==> config.mk <==
export PLATFORM = sky130hd
export DESIGN_NAME = bthsc_control
export DESIGN_NICKNAME = d
export VERILOG_FILES = /design/src/bthsc_pkg.sv /design/src/bthsc_control.sv /design/src/bthsc_flag.sv
export SDC_FILE = /design/constraint.sdc
export NUM_CORES = 1
export LEC_CHECK = 0
export BUFFER_PORTS_ARGS = -buffer_cell sky130_fd_sc_hd__buf_2
export CORE_ASPECT_RATIO = 2
export CORE_UTILIZATION = 35
export CTS_CLUSTER_DIAMETER = 30
export DETAILED_ROUTE_END_ITERATION = 8
export GPL_ROUTABILITY_DRIVEN = 0
export PLACE_DENSITY = 0.67
export SYNTH_ARGS = -nofsm -noshare
export SYNTH_HDL_FRONTEND = slang
export SYNTH_SLANG_ARGS = --single-unit
export TNS_END_PERCENT = 5
==> constraint.sdc <==
create_clock -name sys_clk_in -period 2.82 [get_ports sys_clk_in]
set_clock_uncertainty 0.2 [all_clocks]
set_input_delay 0.423 -clock sys_clk_in [delete_from_list [all_inputs] [get_ports sys_clk_in]]
set_output_delay 0.423 -clock sys_clk_in [all_outputs]
set_load 0.005 [all_outputs]
==> src/bthsc_pkg.sv <==
package bthsc_pkg;

  // APB byte addresses of the slave-side register map
  localparam logic [7:0] BTHSC_ADDR_CONTROL = 8'h00;
  localparam logic [7:0] BTHSC_ADDR_HOST_MASK = 8'h04;
  localparam logic [7:0] BTHSC_ADDR_IRQ_STATUS = 8'h08;
  localparam logic [7:0] BTHSC_ADDR_IRQ_MASK = 8'h0c;

  // Handshake control register bit positions
  localparam int BTHSC_BIT_WRITE_BUSY = 7;
  localparam int BTHSC_BIT_READ_BUSY = 6;
  localparam int BTHSC_BIT_USER_FLAG = 5;
  localparam int BTHSC_BIT_EVENT_ATTN = 4;
  localparam int BTHSC_BIT_DONE_ATTN = 3;

  // Handshake control register reset values
  localparam logic BTHSC_RST_WRITE_BUSY = 1'b1;
  localparam logic BTHSC_RST_READ_BUSY = 1'b0;
  localparam logic BTHSC_RST_USER_FLAG = 1'b0;
  localparam logic BTHSC_RST_EVENT_ATTN = 1'b0;
  localparam logic BTHSC_RST_DONE_ATTN = 1'b0;

  // Bits 2..0 are not implemented here and read as zero
  localparam logic [7:0] BTHSC_CONTROL_IMPL_MASK = 8'hf8;

  // Host interrupt mask register: enable bit position and reset
  localparam int BTHSC_BIT_HOST_IRQ_EN = 0;
  localparam logic BTHSC_RST_HOST_IRQ_EN = 1'b0;

  // Slave-side interrupt status bits, set by host activity
  localparam int BTHSC_IRQ_READ_BUSY_TOGGLED = 0;
  localparam int BTHSC_IRQ_USER_FLAG_SET = 1;
  localparam int BTHSC_IRQ_EVENT_ACKED = 2;
  localparam int BTHSC_IRQ_DONE_ACKED = 3;
  localparam int BTHSC_IRQ_W = 4;
  localparam logic [BTHSC_IRQ_W-1:0] BTHSC_RST_IRQ_STATUS = 4'h0;
  localparam logic [BTHSC_IRQ_W-1:0] BTHSC_RST_IRQ_MASK = 4'h0;

  localparam int BTHSC_APB_DATA_W = 32;
  localparam int BTHSC_APB_ADDR_W = 8;
  localparam int BTHSC_REG_W = 8;

endpackage
==> src/bthsc_control.sv <==
`timescale 1ns/100ps

// How it works
// Bit 7 write-busy flag resets to 1; slave reads and writes, host reads.
// Bit 6 read-busy flag resets to 0; slave may only read it.
// Host writing 1 to bit 6 inverts the read-busy flag.
// Bit 5 user flag: slave sets after reading 0, clears after reading 1.
// Host writing 0 to bit 5 sets the user flag; host never clears it.
// Bit 4 event attention: slave sets by writing 1 after reading 0.
// Host writing 1 to bit 4 clears the event attention flag.
// Event attention requests a host interrupt while host enable is 1.
// Bit 3 write-done attention resets to 0, marks slave finished filling buffer.
// Write-done attention requests a host interrupt while host enable is 1.
// Write-done set by slave 1 after reading 0; cleared by host writing 1.
// Host interrupt is a level: enable and either attention flag high.
module bthsc_control #(
  parameter int HOST_DATA_W = bthsc_pkg::BTHSC_REG_W
) (
  input wire logic sys_clk_in,
  input wire logic rst_b_in,
  // APB slave, used by the embedded processor
  input wire logic psel_in,
  input wire logic penable_in,
  input wire logic pwrite_in,
  input wire logic [bthsc_pkg::BTHSC_APB_ADDR_W-1:0] paddr_in,
  input wire logic [bthsc_pkg::BTHSC_APB_DATA_W-1:0] pwdata_in,
  output logic [bthsc_pkg::BTHSC_APB_DATA_W-1:0] prdata_out,
  output logic pready_out,
  output logic pslverr_out,
  // Host access to the handshake control register
  input wire logic host_wr_in,
  input wire logic host_rd_in,
  input wire logic [HOST_DATA_W-1:0] host_wdata_in,
  output logic [HOST_DATA_W-1:0] host_rdata_out,
  output logic host_irq_out,
  // Slave-side interrupt
  output logic irq_out
);
  import bthsc_pkg::*;

  // The register image is zero-extended into the APB word by fixed-width padding in the
  // functions below, so any other width is refused when the block is built.
  if (HOST_DATA_W != BTHSC_REG_W) begin : g_host_width_check
    $error("HOST_DATA_W must equal the control register width");
  end
  if (BTHSC_REG_W + 24 != BTHSC_APB_DATA_W) begin : g_reg_pad_check
    $error("The control register must pad to exactly one APB word");
  end
  if (BTHSC_IRQ_W + 28 != BTHSC_APB_DATA_W) begin : g_irq_pad_check
    $error("The interrupt fields must pad to exactly one APB word");
  end

  function automatic logic addr_is(input logic [BTHSC_APB_ADDR_W-1:0] a,
                                   input logic [BTHSC_APB_ADDR_W-1:0] ref_a);
    addr_is = (a == ref_a);
  endfunction

  function automatic logic [BTHSC_APB_DATA_W-1:0] zext8(input logic [7:0] v);
    zext8 = {24'h000000, v};
  endfunction

  function automatic logic [BTHSC_APB_DATA_W-1:0] zext_irq(input logic [BTHSC_IRQ_W-1:0] v);
    zext_irq = {28'h0000000, v};
  endfunction

  // APB handshake: one wait state, so pready and read data both come from flops
  // The extra cycle costs bus bandwidth but keeps the bus inputs off every output path
  logic pready_q;
  logic pready_d;
  logic pslverr_q;
  logic pslverr_d;
  logic [BTHSC_APB_DATA_W-1:0] prdata_q;
  logic [BTHSC_APB_DATA_W-1:0] prdata_d;

  // Decode compares the whole byte address, so aliases of a register are refused
  wire access_w = psel_in & penable_in;
  wire hit_control = addr_is(paddr_in, BTHSC_ADDR_CONTROL);
  wire hit_host_mask = addr_is(paddr_in, BTHSC_ADDR_HOST_MASK);
  wire hit_irq_status = addr_is(paddr_in, BTHSC_ADDR_IRQ_STATUS);
  wire hit_irq_mask = addr_is(paddr_in, BTHSC_ADDR_IRQ_MASK);
  wire hit_any = hit_control | hit_host_mask | hit_irq_status | hit_irq_mask;

  // Writes and reads commit on the completing edge only
  // pready_q marks the access cycle in which the answer stands
  wire done_w = access_w & pready_q;
  wire wr_commit = done_w & pwrite_in & hit_any;
  wire rd_commit = done_w & ~pwrite_in & hit_control;
  wire wr_control = wr_commit & hit_control;
  wire wr_host_mask = wr_commit & hit_host_mask;
  wire wr_irq_status = wr_commit & hit_irq_status;
  wire wr_irq_mask = wr_commit & hit_irq_mask;
  // Only the low byte of a slave write matters; upper write data is ignored
  wire [7:0] slave_wdata = pwdata_in[7:0];

  // Flag state
  logic write_busy_q;
  logic write_busy_d;
  logic read_busy;
  logic user_flag;
  logic event_attention;
  logic slave_write_done_attention;
  logic host_interrupt_enable_q;
  logic host_interrupt_enable_d;

  // Value of the control register as the slave last read it. It resets to all zero,
  // so before its first read the slave can set bits 5..3 by writing 1 but cannot
  // clear the user flag by writing 0; drivers should read before they write.
  logic [7:0] slave_seen_q;
  logic [7:0] slave_seen_d;

  // Bits 2..0 belong to functions outside this block and always read as zero
  wire [7:0] bt_handshake_control = {
    write_busy_q,
    read_busy,
    user_flag,
    event_attention,
    slave_write_done_attention,
    3'b000
  } & BTHSC_CONTROL_IMPL_MASK;

  // Slave-side set and clear qualifiers, gated by what the slave saw last
  wire seen_user = slave_seen_q[BTHSC_BIT_USER_FLAG];
  wire seen_event = slave_seen_q[BTHSC_BIT_EVENT_ATTN];
  wire seen_done = slave_seen_q[BTHSC_BIT_DONE_ATTN];
  wire slave_user_set = wr_control & slave_wdata[BTHSC_BIT_USER_FLAG] & ~seen_user;
  wire slave_user_clr = wr_control & ~slave_wdata[BTHSC_BIT_USER_FLAG] & seen_user;
  wire slave_event_set = wr_control & slave_wdata[BTHSC_BIT_EVENT_ATTN] & ~seen_event;
  wire slave_done_set = wr_control & slave_wdata[BTHSC_BIT_DONE_ATTN] & ~seen_done;

  // Host-side effects of a write. Bits that carry no meaning for a flag in the
  // written direction are ignored; the host gets no error for them.
  wire host_read_busy_tgl = host_wr_in & host_wdata_in[BTHSC_BIT_READ_BUSY];
  wire host_user_set = host_wr_in & ~host_wdata_in[BTHSC_BIT_USER_FLAG];
  wire host_event_clr = host_wr_in & host_wdata_in[BTHSC_BIT_EVENT_ATTN];
  wire host_done_clr = host_wr_in & host_wdata_in[BTHSC_BIT_DONE_ATTN];

  // Bit 7 belongs to the slave alone
  // It follows every slave write of the control word, whatever the slave last read
  always_comb begin
    write_busy_d = write_busy_q;
    if (wr_control) begin
      write_busy_d = slave_wdata[BTHSC_BIT_WRITE_BUSY];
    end
  end

  // Only the host moves bit 6; slave writes to it are dropped
  // A host write of 1 flips it, so a host that loses track must read before it writes
  bthsc_flag #(
    .RESET_VAL(BTHSC_RST_READ_BUSY)
  ) u_read_busy (
    .sys_clk_in(sys_clk_in),
    .rst_b_in(rst_b_in),
    .set_in(1'b0),
    .clr_in(1'b0),
    .toggle_in(host_read_busy_tgl),
    .flag_out(read_busy)
  );

  // A host set and a slave clear in the same cycle leave the flag set
  bthsc_flag #(
    .RESET_VAL(BTHSC_RST_USER_FLAG)
  ) u_user_flag (
    .sys_clk_in(sys_clk_in),
    .rst_b_in(rst_b_in),
    .set_in(slave_user_set | host_user_set),
    .clr_in(slave_user_clr),
    .toggle_in(1'b0),
    .flag_out(user_flag)
  );

  // A slave raising an event as the host acknowledges keeps the new event
  bthsc_flag #(
    .RESET_VAL(BTHSC_RST_EVENT_ATTN)
  ) u_event_attention (
    .sys_clk_in(sys_clk_in),
    .rst_b_in(rst_b_in),
    .set_in(slave_event_set),
    .clr_in(host_event_clr),
    .toggle_in(1'b0),
    .flag_out(event_attention)
  );

  // Same priority: a fresh write-done from the slave survives a host acknowledge
  bthsc_flag #(
    .RESET_VAL(BTHSC_RST_DONE_ATTN)
  ) u_done_attention (
    .sys_clk_in(sys_clk_in),
    .rst_b_in(rst_b_in),
    .set_in(slave_done_set),
    .clr_in(host_done_clr),
    .toggle_in(1'b0),
    .flag_out(slave_write_done_attention)
  );

  // Snapshot on each slave read of the control register. It takes the word the slave
  // really received, latched one edge earlier, so a host write landing in the wait
  // state cannot make a later slave write act on a value the slave never saw.
  wire [7:0] slave_read_image = prdata_q[7:0];

  always_comb begin
    slave_seen_d = slave_seen_q;
    if (rd_commit) begin
      slave_seen_d = slave_read_image;
    end
  end

  // Only bit 0 of the host mask word is kept
  always_comb begin
    host_interrupt_enable_d = host_interrupt_enable_q;
    if (wr_host_mask) begin
      host_interrupt_enable_d = pwdata_in[BTHSC_BIT_HOST_IRQ_EN];
    end
  end

  // Host interrupt level, registered so the pin is glitch free
  // It trails the flags by one cycle, so it can still be seen just after an acknowledge
  wire host_irq_d = host_interrupt_enable_q
                    & (event_attention | slave_write_done_attention);

  // Host read data, one cycle after the read strobe
  // A read and a write on the same edge return the value from before the write
  logic [HOST_DATA_W-1:0] host_rdata_q;
  logic [HOST_DATA_W-1:0] host_rdata_d;

  always_comb begin
    host_rdata_d = host_rdata_q;
    if (host_rd_in) begin
      host_rdata_d = bt_handshake_control;
    end
  end

  // Slave-side interrupt: host activity sets sticky bits, writing 1 clears
  // Each status bit records a host action, so the slave need not poll the control word;
  // an acknowledge only counts when the flag it is aimed at was set
  logic [BTHSC_IRQ_W-1:0] irq_status_q;
  logic [BTHSC_IRQ_W-1:0] irq_status_d;
  logic [BTHSC_IRQ_W-1:0] irq_mask_q;
  logic [BTHSC_IRQ_W-1:0] irq_mask_d;
  logic irq_q;

  wire [BTHSC_IRQ_W-1:0] irq_events = {
    host_done_clr & slave_write_done_attention,
    host_event_clr & event_attention,
    host_user_set & ~user_flag,
    host_read_busy_tgl
  };
  // Write-one-to-clear: only the bits written as 1 are cleared
  wire [BTHSC_IRQ_W-1:0] irq_clear = wr_irq_status ? pwdata_in[BTHSC_IRQ_W-1:0]
                                                   : {BTHSC_IRQ_W{1'b0}};

  // Set wins over a write-one-to-clear landing in the same cycle
  always_comb begin
    irq_status_d = (irq_status_q & ~irq_clear) | irq_events;
  end

  always_comb begin
    irq_mask_d = irq_mask_q;
    if (wr_irq_mask) begin
      irq_mask_d = pwdata_in[BTHSC_IRQ_W-1:0];
    end
  end

  // Built from next status and mask, so irq_out moves on the same edge as the status
  wire irq_d = |(irq_status_d & irq_mask_d);

  // APB answer path
  // Unmapped offsets answer with an error and zero data; writes to them do nothing
  always_comb begin
    pready_d = access_w & ~pready_q;
    pslverr_d = access_w & ~pready_q & ~hit_any;
    prdata_d = '0;
    if (access_w & ~pready_q & ~pwrite_in) begin
      if (hit_control) begin
        prdata_d = zext8(bt_handshake_control);
      end else if (hit_host_mask) begin
        prdata_d = zext8({7'h00, host_interrupt_enable_q});
      end else if (hit_irq_status) begin
        prdata_d = zext_irq(irq_status_q);
      end else if (hit_irq_mask) begin
        prdata_d = zext_irq(irq_mask_q);
      end else begin
        prdata_d = '0;
      end
    end
  end

  always_ff @(posedge sys_clk_in) begin
    if (!rst_b_in) begin
      pready_q <= 1'b0;
      pslverr_q <= 1'b0;
      prdata_q <= '0;
    end else begin
      pready_q <= pready_d;
      pslverr_q <= pslverr_d;
      prdata_q <= prdata_d;
    end
  end

  always_ff @(posedge sys_clk_in) begin
    if (!rst_b_in) begin
      write_busy_q <= BTHSC_RST_WRITE_BUSY;
      host_interrupt_enable_q <= BTHSC_RST_HOST_IRQ_EN;
      slave_seen_q <= '0;
    end else begin
      write_busy_q <= write_busy_d;
      host_interrupt_enable_q <= host_interrupt_enable_d;
      slave_seen_q <= slave_seen_d;
    end
  end

  logic host_irq_q;

  always_ff @(posedge sys_clk_in) begin
    if (!rst_b_in) begin
      host_irq_q <= 1'b0;
      host_rdata_q <= '0;
    end else begin
      host_irq_q <= host_irq_d;
      host_rdata_q <= host_rdata_d;
    end
  end

  always_ff @(posedge sys_clk_in) begin
    if (!rst_b_in) begin
      irq_status_q <= BTHSC_RST_IRQ_STATUS;
      irq_mask_q <= BTHSC_RST_IRQ_MASK;
      irq_q <= 1'b0;
    end else begin
      irq_status_q <= irq_status_d;
      irq_mask_q <= irq_mask_d;
      irq_q <= irq_d;
    end
  end

  assign pready_out = pready_q;
  assign pslverr_out = pslverr_q;
  assign prdata_out = prdata_q;
  assign host_rdata_out = host_rdata_q;
  assign host_irq_out = host_irq_q;
  assign irq_out = irq_q;

endmodule

==> src/bthsc_flag.sv <==
`timescale 1ns/100ps

// One handshake flag; a set request wins over a clear in the same cycle
module bthsc_flag #(
  parameter logic RESET_VAL = 1'b0
) (
  input wire logic sys_clk_in,
  input wire logic rst_b_in,
  input wire logic set_in,
  input wire logic clr_in,
  input wire logic toggle_in,
  output logic flag_out
);

  logic flag_d;

  always_comb begin
    if (set_in) begin
      flag_d = 1'b1;
    end else if (clr_in) begin
      flag_d = 1'b0;
    end else if (toggle_in) begin
      flag_d = ~flag_out;
    end else begin
      flag_d = flag_out;
    end
  end

  always_ff @(posedge sys_clk_in) begin
    if (!rst_b_in) begin
      flag_out <= RESET_VAL;
    end else begin
      flag_out <= flag_d;
    end
  end

endmodule

Yosys cells after proc, flatten, opt, wreduce, memory -nomap -nowiden. Index checks and enable logic that the tools add are counted.

Register bits after elaboration: 61. Input bits: 55. Output and inout port bits: 44. Logic and storage cells: 92.

Eq/ne operators: 3. Multiplexer cells: 12. Bitwise operators: 50. Reduce and logical (&&, ||, !) cells: 9.

Operator list (number): $and A1 B1 Y1 (29); $mux W4 (5); $eq A8 B4 Y1 const B (2); $not A1 Y1 (12); $and A4 B4 Y4 (2); $eq A8 B3 Y1 const B (1); $logic_not A8 Y1 (1); $mux W8 (1); $reduce_or A4 Y1 (2); $mux W1 (6); $reduce_bool A2 Y1 (3); $or A1 B1 Y1 (5); $reduce_or A5 Y1 (1); $not A4 Y4 (1); $or A4 B4 Y4 (1); $reduce_or A3 Y1 (1); $reduce_and A2 Y1 (1).

Depth between registers and ports, before layout.
Depth after elaboration: 12. Mapped depth: 6.

Cells and area by module. Synthesis repeated with hierarchy kept, for this count alone.

Cells, all modules: 184. Area total of the unflattened synthesis: 1669.1 µm².

By module, submodules not included: bthsc_control (times used 1, cells an instance 164, area each 1493.9 µm², sequential area each 600.6 µm²); bthsc_flag (times used 4, cells an instance 5, area each 43.8 µm², sequential area each 20.0 µm²).

Least setup slack after synthesis. Ideal clock, no wire load.

Path type: input port to flip-flop. Start: in paddr_in[5] (netlist bit). End: reg irq_q (netlist: irq_out). Setup time: 125 ps. Arrival: 1874 ps. Required time: 2495 ps. Slack: 621 ps. Cell stages on the path: 6. Buffers on the path: 1. Cell sequence: nor4_4 and4_1 buf_4 nand2_1 o221a_1 o41a_1.

Word-level cells in the longest chain between the ends: 12. Elaborated cells between the ends (all ways): 17. Those cells by class: eq/ne: 3; mux: 2; bitwise: 10; reduce/logical: 2.

Ends and longest elaborated chain: start, declared (line bthsc_control.sv:25) `input wire logic [bthsc_pkg::BTHSC_APB_ADDR_W-1:0] paddr_in,`; $eq A8 B3 Y1 / $logic_not A8 Y1 (equally long branches) (line bthsc_control.sv:55) `addr_is = (a == ref_a);`; $or A1 B1 Y1 (3 in series) (line bthsc_control.sv:81) `wire hit_any = hit_control | hit_host_mask | hit_irq_status | hit_irq_mask;`; $and A1 B1 Y1 (line bthsc_control.sv:86) `wire wr_commit = done_w & pwrite_in & hit_any;`; $and A1 B1 Y1 (line bthsc_control.sv:90) `wire wr_irq_status = wr_commit & hit_irq_status;`; $mux W4 (line bthsc_control.sv:248) `wire [BTHSC_IRQ_W-1:0] irq_clear = wr_irq_status ? pwdata_in[BTHSC_IRQ_W-1:0]`; $not A4 Y4 (line bthsc_control.sv:253) `irq_status_d = (irq_status_q & ~irq_clear) | irq_events;`; $and A4 B4 Y4 (line bthsc_control.sv:253); $or A4 B4 Y4 (line bthsc_control.sv:253); $and A4 B4 Y4 * (line bthsc_control.sv:264) `wire irq_d = |(irq_status_d & irq_mask_d);`; $reduce_or A4 Y1 * (line bthsc_control.sv:264); end signal, assigned (line bthsc_control.sv:331) `irq_q <= irq_d;`; end, declared (line bthsc_control.sv:239) `logic irq_q;`.

Mark *: on every way between the ends. The rest lies on a longest branch, timed or not. A chain may end at the register's enable or synchronous reset.

Worst setup path in the final report.
Start: reg pready_q (netlist: pready_out). End: reg irq_q (netlist: irq_out).

Word-level cells in the longest chain between the ends: 10. Elaborated cells between the ends (all ways): 12. Those cells by class: mux: 2; bitwise: 9; reduce/logical: 1.

Ends and longest elaborated chain: start, declared (line bthsc_control.sv:68) `logic pready_q;`; start signal, assigned (line bthsc_control.sv:293) `pready_q <= pready_d;`; $and A1 B1 Y1 * (line bthsc_control.sv:85) `wire done_w = access_w & pready_q;`; $and A1 B1 Y1 * (2 in series) (line bthsc_control.sv:86); $and A1 B1 Y1 (line bthsc_control.sv:90); $mux W4 (line bthsc_control.sv:248); $not A4 Y4 (line bthsc_control.sv:253); $and A4 B4 Y4 (line bthsc_control.sv:253); $or A4 B4 Y4 (line bthsc_control.sv:253); $and A4 B4 Y4 * (line bthsc_control.sv:264); $reduce_or A4 Y1 * (line bthsc_control.sv:264).

Marks and branches as above.

==> run_results.csv <==
group,metric,value,unit
floorplan,top_level_ports,99,
final_layout,final_core_utilization,0.4277,
worst_setup_path,max_stage_delay,410,ps
final_layout,finalNetCount,282,
logic_synthesis,synth_area_leaders,"dfxtp_1, buf_4, mux2i_1",
sta,finalCriticalPeriod,2122,ps
placed_design,place_ws,417.3,ps
logic_synthesis,synthArstFlopShare,0,
drt,detail-route-antenna-nets,0,
sta,maxSlewViolCount,0,
power,ir_worst_vdd,351.8,uV
placed_design,post_dp_cell_area,1834,um^2
final_layout,num_antenna_cells,0,
grt,track_usage,0.1635,
job,max-cap-violations,0,
logic_synthesis,synth-seq-cells,34,
logic_synthesis,netlist_area,1649,um^2
grt,grt_max_degree,19,
clock_network,cts_made_buffers,5,
placed_design,portBuffers,42,
power,power-per-cell-area,528.2,nW/um^2
clock_network,cts_setup_buffers,0,
clock_network,cts-root-buf,"clkbuf_8",
logic_synthesis,synth_area_per_cell,9.162,um^2
min_path,holdPathStages,3,
worst_setup_path,reg2reg_slack,700,ps
worst_setup_path,critPathLaunchType,"register",
drt,via_count,1374,
sta,slew_headroom,0.6480,
drt,vias_per_cell,4.855,
floorplan,rows,35,
min_path,hold_path_end,"write_busy_q$_SDFFE_PN1N_",
logic_synthesis,ys.flop_type,"dfxtp_1",
logic_synthesis,synth.largest_area_cell,"dfxtp_1",
worst_setup_path,worstPathCellList,"and4_1, nand4_2, o31a_1, o221a_1, o41a_1",
drt,routed_wl,3669,um
sta,setup_tns,0,ps
min_path,hold_path_class,"input pin to register",
worst_setup_path,reg2reg_depth,5,
clock_network,clkLatencyLatePin,290,ps
sta,setup_viol,0,
clock_network,cts_sinks,34,
power,leakagePower,0.9759,nW
clock_network,hold_buffers,0,
grt,overflow,0,
floorplan,start_util,0.3621,
floorplan,die_h,99.07,um
clock_network,htreeDepth,2,
sta,rsz0062_at_grt,"false",
final_layout,nFillCells,461,
logic_synthesis,ys_warn_count,0,
clock_network,clk_pin_slew,70,ps
sta,hold_viol_final,0,
grt,antenna_found_initial,0,
sta,fmaxAchievable,0.4712,GHz
clock_network,clk_path_buf_depth,2,
clock_network,cts_resized,0,
logic_synthesis,yosysSeqAreaShare,0.4127,
logic_synthesis,synth_edf_count,0,
grt,grt_first_pass_wirelength,6051,um
outcome,status,"finished, final reports clean",
final_layout,multi_input_area,810.8,um^2
placed_design,post-dp-hpwl,2834,um
logic_synthesis,synth_cell_type_count,40,
worst_setup_path,cp_slowest_cell,"o41a_1",
logic_synthesis,syn_inst,180,
worst_setup_path,r2r_start,"pready_out$_SDFF_PN0_",
clock_network,cts_tree,"built",
worst_setup_path,arrival,2100,ps
final_layout,seq_area,680.7,um^2
placed_design,post-place-cells,275,
final_layout,synthToLayoutAreaGrowth,18.13,%
worst_setup_path,critPathRequiredTime,2800,ps
drt,avgRoutedWirePerCell,12.96,um
floorplan,fp.dieW,50.54,um
logic_synthesis,synth_top_area_share,0.4127,
sta,fin_hold_ws,158.8,ps
final_layout,finalNonFillerCells,283,
worst_setup_path,r2r_end,"irq_out$_SDFF_PN0_",
floorplan,core,4554,um^2
drt,drt_iter0_markers,28,
grt,grt_pass1_vias,1353,
drt,drc,0,
power,finalPower,1.029,mW
min_path,hold_start,"pwdata_in[7]",
worst_setup_path,crit_fanout,5,
sta,layout_setup_ws,697.6,ps
sta,tightestPinTransition,524.7,ps
final_layout,drive_gt1_frac,0.2588,
drt,drtPass1Iterations,4,
worst_setup_path,end_kind,"register",
sta,period_share,0.7526,
floorplan,die-area,5007,um^2
final_layout,fin_area,1948,um^2
worst_setup_path,path_class,"register to register",
-- cell families (layout without fill, tap and decap cells) --
kind of cell | Yosys count | in the layout | synth area share
flops | 34 | 34 | 0.4127
xor+xnor | 1 | 1 | 0.005312
simple gates | 58 | 58 | 0.1844
buf+inv | 40 | 62 | 0.1548
other cells | 1 | 27 | 0.002274
mux | 15 | 15 | 0.09180
compound gates | 31 | 31 | 0.1487
-- worst max path at each step --
stage | start | endpoint | slack [ps] | cells after the start
after floorplan | paddr_in[5] | irq_out$_SDFF_PN0_ | 620 | 6
after global placement | paddr_in[5] | irq_out$_SDFF_PN0_ | 430 | 6
after detailed placement | paddr_in[5] | irq_out$_SDFF_PN0_ | 420 | 6
after CTS | pready_out$_SDFF_PN0_ | irq_out$_SDFF_PN0_ | 700 | 5
after global routing | pready_out$_SDFF_PN0_ | irq_out$_SDFF_PN0_ | 620 | 5
final | pready_out$_SDFF_PN0_ | irq_out$_SDFF_PN0_ | 700 | 5
-- layout make-up --
cell class | instances | area share
clock buffer | 5 | 0.03532
clock inverter | 3 | 0.02312
inverter | 7 | 0.01349
multi-input combinational | 132 | 0.4162
sequential | 34 | 0.3494
tap | 55 | 0.03532
timing repair buffer | 47 | 0.1272
-- cells in the mapped netlist, types with 3 or more instances --
| cell | instances |
|---|---|
| clkbuf_1 | 4 |
| and3_1 | 3 |
| mux2i_1 | 14 |
| dfxtp_1 | 34 |
| nand4_1 | 3 |
| a21oi_1 | 6 |
| and2_1 | 5 |
| buf_4 | 28 |
| inv_1 | 6 |
| o21a_1 | 3 |
| nand3_1 | 4 |
| o31a_1 | 3 |
| a21boi_0 | 3 |
| nand2_1 | 10 |
| nor2_1 | 22 |
| o22a_1 | 3 |
-- where the power goes --
part	leakage (nW)	internal, mW	switching [mW]
clock network	0.0504	0.263	0.197
logic	0.650	0.0290	0.0469
registers	0.275	0.487	0.00546
-- layer usage --
| layer | vias up | wire length (um) | track usage |
|---|---|---|---|
| met5 | - | 0 | 0 |
| met4 | 0 | 112 | 0.09615 |
| met3 | 9 | 182 | 0.03858 |
| met2 | 53 | 2096 | 0.3118 |
| met1 | 641 | 1276 | 0.1471 |
| li1 | 671 | - | - |
-- sequential cells by signal, summed over array words and instances (netlist names) --
register / cells
host_rdata_out: 5
u_user_flag.flag_out: 1
slave_seen_q: 3
irq_mask_q: 4
write_busy_q: 1
irq_out: 1
prdata_out: 8
u_event_attention.flag_out: 1
host_irq_out: 1
u_done_attention.flag_out: 1
u_read_busy.flag_out: 1
pslverr_out: 1
host_interrupt_enable_q: 1
pready_out: 1
irq_status_q: 4
-- worst max-delay path: cells and delay by family (launching register included) --
family	cells	cell delay, ps
AOI/OAI and AO/OA	3	960
and+or+nand+nor	2	480
DFF	1	370
-- cells in the final DEF (no fill, tap or decap), types with 4 or more instances in the layout --
| cell | instances |
|---|---|
| mux2i_1 | 14 |
| nor2_1 | 22 |
| a21oi_1 | 6 |
| inv_1 | 6 |
| buf_4 | 5 |
| clkbuf_8 | 5 |
| nand3_1 | 4 |
| conb_1 | 27 |
| dfxtp_1 | 34 |
| buf_2 | 42 |
| and2_1 | 5 |
| nand2_1 | 10 |
No activity file was read; power rests on OpenSTA's default activity.
